`config.mk`:
```
export PLATFORM = sky130hd
export DESIGN_NAME = mpt_timer
export DESIGN_NICKNAME = d
export VERILOG_FILES = /design/src/design/mpt_pkg.sv /design/src/design/mpt_timer.sv /design/src/design/mpt_match_bank.sv
export SDC_FILE = /design/constraint.sdc
export NUM_CORES = 1
export LEC_CHECK = 0
export BUFFER_PORTS_ARGS = -buffer_cell sky130_fd_sc_hd__buf_4
export CAP_MARGIN = 20
export CORE_AREA = 5 5 302 333
export DETAILED_ROUTE_END_ITERATION = 6
export DIE_AREA = 0 0 307 338
export HOLD_SLACK_MARGIN = 0.08
export PLACE_DENSITY = 0.42
export SLEW_MARGIN = 40
export SYNTH_ARGS = -nofsm -noshare
export SYNTH_HDL_FRONTEND = slang
export SYNTH_SLANG_ARGS = --single-unit
export TNS_END_PERCENT = 50
```
`constraint.sdc`:
```
create_clock -name clock -period 4.05 [get_ports clock]
set_clock_uncertainty 0.15 [all_clocks]
set_input_delay 0.2025 -clock clock [delete_from_list [all_inputs] [get_ports clock]]
set_output_delay 0.2025 -clock clock [all_outputs]
set_load 0.05 [all_outputs]
```
`src/design/mpt_pkg.sv`:
```
// Shared constants of the match based modulation timer
package mpt_pkg;
   localparam int MPT_NUM_MATCH = 7;
   localparam int MPT_NUM_OUT = 6;
   localparam int MPT_CNT_W = 32;
   localparam int MPT_IDX_W = 3;
   localparam int MPT_NUM_CAP = 4;
   // Per match action field: three bits per match register
   localparam int MPT_ACT_W = 3;
   localparam int MPT_ACT_IRQ = 0;
   localparam int MPT_ACT_RESET = 1;
   localparam int MPT_ACT_STOP = 2;
   localparam logic [31:0] MPT_COUNT_RST = 32'h0000_0000;
   localparam logic [31:0] MPT_MATCH_RST = 32'h0000_0000;
   localparam logic [6:0] MPT_FLAG_RST = 7'h00;
   localparam logic [6:0] MPT_OUT_RST = 7'h00;

   typedef enum logic [1:0]
   {
      MPT_SRC_CLOCK = 2'b00,
      MPT_SRC_RISE = 2'b01,
      MPT_SRC_FALL = 2'b10,
      MPT_SRC_BOTH = 2'b11
   } mpt_src_t;
endpackage

```
`src/design/mpt_timer.sv`:
```
// Match based modulation timer top
// Overview of operation
// Period match restarts counter, new cycle
// Single edge rises at cycle start
// Constant low output never rises
// Double edge: two matches set rise, fall
// Seven match registers, six outputs
// Per match continue, stop, reset, interrupt
// Clock or selected capture input counts
// 32-bit counter through 32-bit prescaler
// New values only after software release
// Without modulation, plain timer behaviour
// Master and slave units in lock step
// Any tick count; one shared rate
// Double edges anywhere in the cycle
// Match drives pins and interrupts
// Released values load at period match
// Flags sticky, cleared by writing one
`timescale 1ns/10ps
module mpt_timer
#(
   parameter int WIDTH = mpt_pkg::MPT_CNT_W
)
(
   input wire logic clock,
   input wire logic sys_rst,
   input wire logic count_enable,
   input wire logic counter_reset,
   input wire logic pwm_mode,
   input wire logic slave_mode,
   input wire logic sync_run_in,
   input wire mpt_pkg::mpt_src_t count_src,
   input wire logic [1:0] cap_sel,
   input wire logic [mpt_pkg::MPT_NUM_CAP-1:0] cap_in,
   input wire logic [WIDTH-1:0] prescale,
   input wire logic [20:0] match_ctrl,
   input wire logic [5:0] double_sel,
   input wire logic [5:0] out_enable,
   input wire logic wr_en,
   input wire logic [mpt_pkg::MPT_IDX_W-1:0] wr_index,
   input wire logic [WIDTH-1:0] wr_data,
   input wire logic [6:0] release_set,
   input wire logic [6:0] flag_clear,
   output logic [5:0] pwm_out,
   output logic [6:0] match_flag,
   output logic irq,
   output logic run_out,
   output logic stopped,
   output logic [WIDTH-1:0] count_value,
   output logic [WIDTH-1:0] prescale_count
);
   import mpt_pkg::*;

   logic [6:0][WIDTH-1:0] active;
   logic [6:0] pending;
   logic cap_prev;
   logic [6:0] hit;
   logic [6:0] act_reset;
   logic [6:0] act_stop;
   logic [6:0] act_irq;
   logic [6:0] next_flag;
   logic [5:0] next_out;
   logic running;

   wire cap_now = cap_in[cap_sel];
   wire edge_rise = cap_now && !cap_prev;
   wire edge_fall = !cap_now && cap_prev;
   // slave follows master run
   wire run_gate = slave_mode ? sync_run_in : run_out;
   wire active_cnt = run_gate && !stopped && !counter_reset;
   // count source select
   wire src_event = (count_src == MPT_SRC_CLOCK) ||
                    (count_src == MPT_SRC_RISE && edge_rise) ||
                    (count_src == MPT_SRC_FALL && edge_fall) ||
                    (count_src == MPT_SRC_BOTH && (edge_rise || edge_fall));
   wire pre_wrap = prescale_count == prescale;
   wire tick = active_cnt && src_event && pre_wrap;
   // one period match for all outputs
   wire period_hit = hit[0];
   wire any_reset = |(hit & act_reset);
   wire any_stop = |(hit & act_stop);

   // seven match registers
   mpt_match_bank #(.WIDTH(WIDTH), .DEPTH(MPT_NUM_MATCH)) u_bank
   (
      .clock(clock),
      .sys_rst(sys_rst),
      .wr_en(wr_en),
      .wr_index(wr_index),
      .wr_data(wr_data),
      .release_set(release_set),
      .direct(!pwm_mode),
      .apply(period_hit),
      .active(active),
      .pending(pending)
   );

   always_comb
   begin
      for (int i = 0; i < MPT_NUM_MATCH; i++)
      begin
         // match detection
         hit[i] = tick && (count_value == active[i]);
         act_irq[i] = match_ctrl[MPT_ACT_W*i + MPT_ACT_IRQ];
         act_stop[i] = match_ctrl[MPT_ACT_W*i + MPT_ACT_STOP];
         act_reset[i] = match_ctrl[MPT_ACT_W*i + MPT_ACT_RESET];
      end
      // period match always restarts in modulation mode
      act_reset[0] = act_reset[0] || pwm_mode;
      // set wins over clear
      next_flag = (match_flag & ~flag_clear) | (hit & act_irq);
   end

   always_comb
   begin
      for (int n = 1; n <= MPT_NUM_OUT; n++)
      begin
         next_out[n-1] = pwm_out[n-1];
         if (!out_enable[n-1] || !pwm_mode)
            next_out[n-1] = 1'b0;
         // edges at any count position
         // double edge: previous match rises, own match falls
         else if (double_sel[n-1] && n > 1)
         begin
            if (hit[n])
               next_out[n-1] = 1'b0;
            else if (hit[n-1])
               next_out[n-1] = 1'b1;
         end
         // single edge fall at own match
         else if (hit[n])
            next_out[n-1] = 1'b0;
         // zero match holds output low
         else if (period_hit)
            next_out[n-1] = (active[n] != MPT_MATCH_RST);
      end
   end

   always_ff @(posedge clock)
   begin
      if (sys_rst)
         cap_prev <= 1'b0;
      else
         cap_prev <= cap_now;
   end

   always_ff @(posedge clock)
   begin
      if (sys_rst)
         run_out <= 1'b0;
      else
         run_out <= count_enable;
   end

   // prescaler and counter
   always_ff @(posedge clock)
   begin
      if (sys_rst || counter_reset)
      begin
         prescale_count <= MPT_COUNT_RST;
         count_value <= MPT_COUNT_RST;
      end
      else if (active_cnt && src_event)
      begin
         prescale_count <= pre_wrap ? MPT_COUNT_RST : prescale_count + 1'b1;
         // reset action beats increment
         if (tick)
            count_value <= any_reset ? MPT_COUNT_RST : count_value + 1'b1;
      end
   end

   // stop on match
   always_ff @(posedge clock)
   begin
      if (sys_rst || !count_enable)
         stopped <= 1'b0;
      else if (any_stop)
         stopped <= 1'b1;
   end

   always_ff @(posedge clock)
   begin
      if (sys_rst)
      begin
         match_flag <= MPT_FLAG_RST;
         pwm_out <= MPT_OUT_RST[5:0];
         irq <= 1'b0;
      end
      else
      begin
         match_flag <= next_flag;
         pwm_out <= next_out;
         irq <= |next_flag;
      end
   end
endmodule

```
`src/design/mpt_match_bank.sv`:
```
// Holding and active match values with software release
`timescale 1ns/10ps
module mpt_match_bank
#(
   parameter int WIDTH = mpt_pkg::MPT_CNT_W,
   parameter int DEPTH = mpt_pkg::MPT_NUM_MATCH
)
(
   input wire logic clock,
   input wire logic sys_rst,
   input wire logic wr_en,
   input wire logic [mpt_pkg::MPT_IDX_W-1:0] wr_index,
   input wire logic [WIDTH-1:0] wr_data,
   input wire logic [DEPTH-1:0] release_set,
   input wire logic direct,
   input wire logic apply,
   output logic [DEPTH-1:0][WIDTH-1:0] active,
   output logic [DEPTH-1:0] pending
);
   import mpt_pkg::*;

   logic [DEPTH-1:0][WIDTH-1:0] shadow;
   logic [DEPTH-1:0] wr_hit;
   logic [DEPTH-1:0] take;

   always_comb
   begin
      for (int i = 0; i < DEPTH; i++)
      begin
         wr_hit[i] = wr_en && (wr_index == MPT_IDX_W'(i));
         take[i] = !direct && apply && pending[i];
      end
   end

   always_ff @(posedge clock)
   begin
      for (int i = 0; i < DEPTH; i++)
      begin
         if (sys_rst)
         begin
            shadow[i] <= MPT_MATCH_RST;
            active[i] <= MPT_MATCH_RST;
            pending[i] <= 1'b0;
         end
         else
         begin
            if (wr_hit[i])
               shadow[i] <= wr_data;
            // plain timer writes straight through
            if (direct && wr_hit[i])
               active[i] <= wr_data;
            // transfer at period match
            else if (take[i])
               active[i] <= shadow[i];
            // release wins over transfer
            pending[i] <= release_set[i] || (pending[i] && !take[i]);
         end
      end
   end
endmodule

```
# == After elaboration in Yosys (flattened, before gate mapping) ==
# Cells that the tools add are included.
# word_totals
register_bits,536
inputBits,130
output_inout_bits,80
# op_classes
add_sub_neg,2
order_cmp,1
eq_ne,22
n_mux,44
bitwise_logic,6
n_reduce_logical,119
# op_table
cell,count
2-to-1 mux 32 bit,16
equality test 32 bit,8
nonzero test 32 bit,6
adder 32 x 1 -> 32 bit (second input constant),2
logical AND 1 bit,45
AND 7 bit,4
2-to-1 mux 1 bit,27
OR reduction 7 bit,3
logical OR 1 bit,20
logical NOT 1 bit,19
!= test 3 x 1 -> 1 bit (second input constant),5
nonzero test 3 bit,5
nonzero test 2 bit,7
AND reduction 2 bit,6
OR reduction 2 bit,5
equality test 3 bit (second input constant),3
NOT 7 bit,1
OR 7 bit,1
equality test 3 x 2 -> 1 bit (second input constant),2
equality test 2 bit (second input constant),2
equality test 3 x 1 -> 1 bit (second input constant),1
logical NOT 3 bit,1
< comparator 2 x 3 -> 1 bit (second input constant),1
OR reduction 3 bit,1
3 further kinds,3

# == Longest topological paths before layout ==
# depth
word_depth,15
depth_mapped,12
depth_no_buf,10

# == Hierarchy ==
# A second synthesis with hierarchy kept.
# hier_totals
cells_unflattened,3184
area_unflattened_um2,25688.4
# modules_own_cells
mod,instances,cells_per_inst,area_per_inst_um2,seq_area_each_um2
mpt_match_bank,1,2289,18527.8,9108.7
mpt_timer,1,895,7160.6,1621.6

# == Worst setup path after synthesis ==
# No wires, ideal clock.
# synth_timing
kind,reg2reg
start,register prescale_count[24]
end,register count_value[12]
setup_ns,0.126
arrival_time_ns,2.688
path_slack_ns,1.087
path_stages_with_launch,10
n_path_buf,2
synth_period_minus_slack_ns,2.963
cell_sequence,dfxtp_1 xor2_1 nor4_1 nand4_2 or3_1 buf_2 nor3_2 a221o_1 buf_2 a211oi_1
# synth_between
elab_chain_len,6
word_cells_on_any_way,13
cone_classes,eq/ne: 1; mux: 1; bitwise: 1; reduce/logical: 10
# synth_lines
item,line,rtl
"start, declared",mpt_timer.sv:50,output logic [WIDTH-1:0] prescale_count
"start signal, assigned",mpt_timer.sv:165,prescale_count <= pre_wrap ? MPT_COUNT_RST : prescale_count + 1'b1;
equality test 32 bit (*),mpt_timer.sv:76,wire pre_wrap = prescale_count == prescale;
logical AND 1 bit (*),mpt_timer.sv:77,wire tick = active_cnt && src_event && pre_wrap;
logical AND 1 bit,mpt_timer.sv:103,hit[i] = tick && (count_value == active[i]);
AND 7 bit,mpt_timer.sv:80,wire any_reset = |(hit & act_reset);
OR reduction 7 bit,mpt_timer.sv:80,
2-to-1 mux 32 bit,mpt_timer.sv:168,count_value <= any_reset ? MPT_COUNT_RST : count_value + 1'b1;
"end signal, assigned",mpt_timer.sv:168,
"end, declared",mpt_timer.sv:49,"output logic [WIDTH-1:0] count_value,"
# Mark *: on every way between the ends. The rest lies on a longest branch, timed or not.
# A chain may end at the register's enable or synchronous reset.

# == Worst setup path after layout ==
# layout_timing
start,register count_value[20]
end,register match_flag[4]
# layout_between
elab_chain_len,4
# layout_lines
item,line,rtl
equality test 32 bit,mpt_timer.sv:103,
logical AND 1 bit,mpt_timer.sv:103,
AND 7 bit,mpt_timer.sv:111,next_flag = (match_flag & ~flag_clear) | (hit & act_irq);
OR 7 bit,mpt_timer.sv:111,
"end signal, assigned",mpt_timer.sv:191,match_flag <= next_flag;
"end, declared",mpt_timer.sv:45,"output logic [6:0] match_flag,"
# Every way passes these cells.

==> results.ini <==
[placement]
gp_congestion=0.850
port_buffers=208
hpwl_um=77800

[timing]
setup_tns_ps=0
period_needed_ps=4030
hold_viol_final=0
hold-worst-slack_ps=151
rsz0062_at_grt=true
maxSlewHeadroom_pct=38.7
finalSetupViolCount=0
finalMaxSlewViolations=0
tightest_slew_ps=919
fmax_mhz=248
min_period_over_period_pct=99.6

[drt]
viasPerCell=5.10
dr_total_vias=24000
postRouteAntennaNets=0
firstDrtPassIters=5
drt_iter0_drc=2304
wire_per_inst_um=25.3
routed_wl_um=119000
drc_errors=0

[synthesis]
syn_avg_cell_area_um2=7.91
synth-seq-cells=536
synth_top_family_by_area=simple AND/OR/NAND/NOR gates
synthCells=3152
synth_edf_count=0
ys_seq_area_share_pct=43.0
synth_fa_ha_area_share_pct=0.201
yosys_warnings=0
synth-main-ff-cell=dfxtp_1
synth_fp_nets=3286
syn_area_um2=24900
synth-xor-area-share_pct=10.5
async_flop_share_pct=0
synth-simple-area-share_pct=25.5
synth-compound-area-share_pct=15.8
synth.distinct_cells=62
muxShareOfSynthArea_pct=0.306

[power]
vdd_drop_max_mv=0.319
power_frac_comb_pct=8.1
p_switching_mw=3.18
p_leak_nw=11.4
p_int_mw=9.03
power_mw=12.2
p_clk_share_pct=47.2
p_per_area_nw_per_um2=389
sw_frac_of_total_pct=26.0
seqPwrFrac_pct=44.7

[global_routing]
first_global_vias=22700
antenna_found_initial=7
grt_overflow=0
grt_max_degree=171
grt_pass1_wl_um=169000
grtUsageTotal_pct=22.0

[finish]
num_antenna_cells=0
drive_gt1_share_pct=14.1
area_growth_pct=25.8
nets=3516

[hold_path]
whs_endpoint=prescale_count[1]$_SDFFE_PP0P_
whs_path_depth=5
hp-class=input port to register
hold_start=count_src[1]

[clock_network]
root_buffer=clkbuf_16
cts_made_buffers=59
clock_insertion_delay_worst_skew_ps=660
cts_buffer_depth=3
post_cts_buffers=0
clk_pin_slew_worst_paths_ps=70
cts_tree=built
htree_levels=2
cts.sinks=536

[flow_run]
cap_violations=0

[setup_path]
worstPathArrival_ps=4480
start_kind=register
r2r_slack_ps=20
cp-end-kind=register
r2r_start=count_value[20]$_SDFFE_PP0P_
reg2reg_to=match_flag[4]$_SDFF_PP0_
required_ps=4500
reg2reg_depth=9
worstSetupPathType=register to register
crit_fanout=7

[floorplan]
io_pins=210
die_width_um=307
fp.dieH_um=338
core_area_um2=96800
die_area_um2=104000
initial_core_util_pct=25.7
rows=120

[status]
outcome=completed

==> layer usage <==
metal  GRT usage [%]  vias up  wire, µm
li1                -    11400         -
met1            29.3    11700     52700
met2            37.7      824     56500
met3            2.97      141      6720
met4            5.71        4      3260
met5               0        -        27
==> critical path, cell delays in order, from the launching register on <==
cell,delay (ps)
dfxtp_1,840
buf_4,340
xor2_1,100
nor4_1,290
nand4_1,350
nor2_1,450
a31o_2,210
dlygate4sd3_1,560
nor2b_1,140
dlygate4sd3_1,560
==> flip-flops by register name, summed over array words and instances (netlist names) <==
signal	count
count_value	32
prescale_count	32
u_bank.active	224
match_flag	7
cap_prev	1
stopped	1
u_bank.shadow	224
u_bank.pending	7
run_out	1
pwm_out	6
irq	1
==> repair_timing <==
item | in CTS | in global routing
hold buffers | 115 | 0
gates resized for setup | 0 | 5
endpoints found under the hold margin | 508 | 0
endpoints found under the setup margin | 0 | 5
==> how the worst max path moves through the flow <==
stage	from	endpoint	slack, ps	depth (start not counted)
finish	count_value[20]$_SDFFE_PP0P_	match_flag[4]$_SDFF_PP0_	20	9
global route	count_value[20]$_SDFFE_PP0P_	match_flag[4]$_SDFF_PP0_	-10	9
CTS	count_value[12]$_SDFFE_PP0P_	match_flag[2]$_SDFF_PP0_	60	9
detailed placement	cap_sel[0]	count_value[29]$_SDFFE_PP0P_	530	10
global placement	cap_sel[0]	count_value[23]$_SDFFE_PP0P_	570	11
floorplan	prescale_count[24]$_SDFFE_PP0P_	count_value[12]$_SDFFE_PP0P_	1090	9
==> synthesized netlist by cell type, types with 9 or more instances <==
| cell | number | area [µm²] |
|---|---|---|
| buf_2 | 49 | 245 |
| inv_1 | 14 | 52.6 |
| nor2_1 | 248 | 931 |
| nand4_1 | 74 | 463 |
| a22oi_1 | 17 | 128 |
| or3_1 | 22 | 138 |
| and4_1 | 11 | 96.3 |
| nand2_1 | 817 | 3070 |
| xor2_1 | 151 | 1320 |
| xnor2_1 | 147 | 1290 |
| buf_1 | 19 | 71.3 |
| nor4_1 | 85 | 532 |
| dfxtp_1 | 536 | 10700 |
| nand3_1 | 80 | 400 |
| and3_1 | 9 | 56.3 |
| a21oi_1 | 303 | 1520 |
| a311oi_1 | 152 | 1330 |
| nor2b_1 | 12 | 75.1 |
| nor3_1 | 24 | 120 |
| o21ai_0 | 17 | 85.1 |
| clkbuf_1 | 207 | 777 |
| a32oi_1 | 52 | 455 |
| a211oi_1 | 16 | 120 |
==> layout by cell type (no fill, tap or decap), types with 14 or more instances in the layout <==
cell type      count
a211oi_1          16
a21oi_1          303
a22oi_1           17
a311oi_1         152
a32oi_1           52
buf_4            315
clkbuf_16         59
clkinv_2          14
dfxtp_1          528
dlygate4sd3_1    115
inv_1             14
nand2_1          817
nand3_1           80
nand4_1           74
nor2_1           242
nor3_1            22
nor4_1            85
o21ai_0           17
or3_1             17
xnor2_1          147
xor2_1           151
==> area by class of cell <==
cell class / instances / area, µm²
clock buffers: 82 / 1680
multi-input cells: 2325 / 13100
repair buffers: 446 / 3840
fillers: 10200 / 65500
flip-flops and latches: 536 / 10700
inverters: 14 / 52.6
well taps: 1281 / 1600
clock inverters: 28 / 337
==> metrics by stage <==
step	setup WS (ps)	area (µm²)	instances	utilization, %
2_1_floorplan	1090	24900	3152	-
3_3_place_gp	571	28100	4484	29.0
3_5_place_dp	534	28200	4485	29.1
4_1_cts	64.8	31300	4710	32.3
5_1_grt	-9.86	31400	4712	32.4
6_report	15.9	31400	4712	32.4
==> power by group through the flow <==
stage	clock network [mW]	logic (mW)	registers [mW]
6_report	5.77	0.989	5.46
5_1_grt	6.08	1.05	5.46
4_1_cts	5.89	0.984	5.45
3_5_place_dp	0	0.917	5.57
3_3_place_gp	0	0.911	5.57
2_1_floorplan	0	0.445	5.54
==> cells by family (layout without fill, tap and decap cells) <==
logic type | Yosys count | after routing
and+or+nand+nor | 1429 | 1429
AOI/OAI and AO/OA | 587 | 587
DFF | 536 | 536
xor gates and xnor gates | 299 | 299
buffers and inverters | 291 | 570
muxes | 6 | 6
adders and majority gates | 4 | 4
No activity file was read; power rests on OpenSTA's default activity.
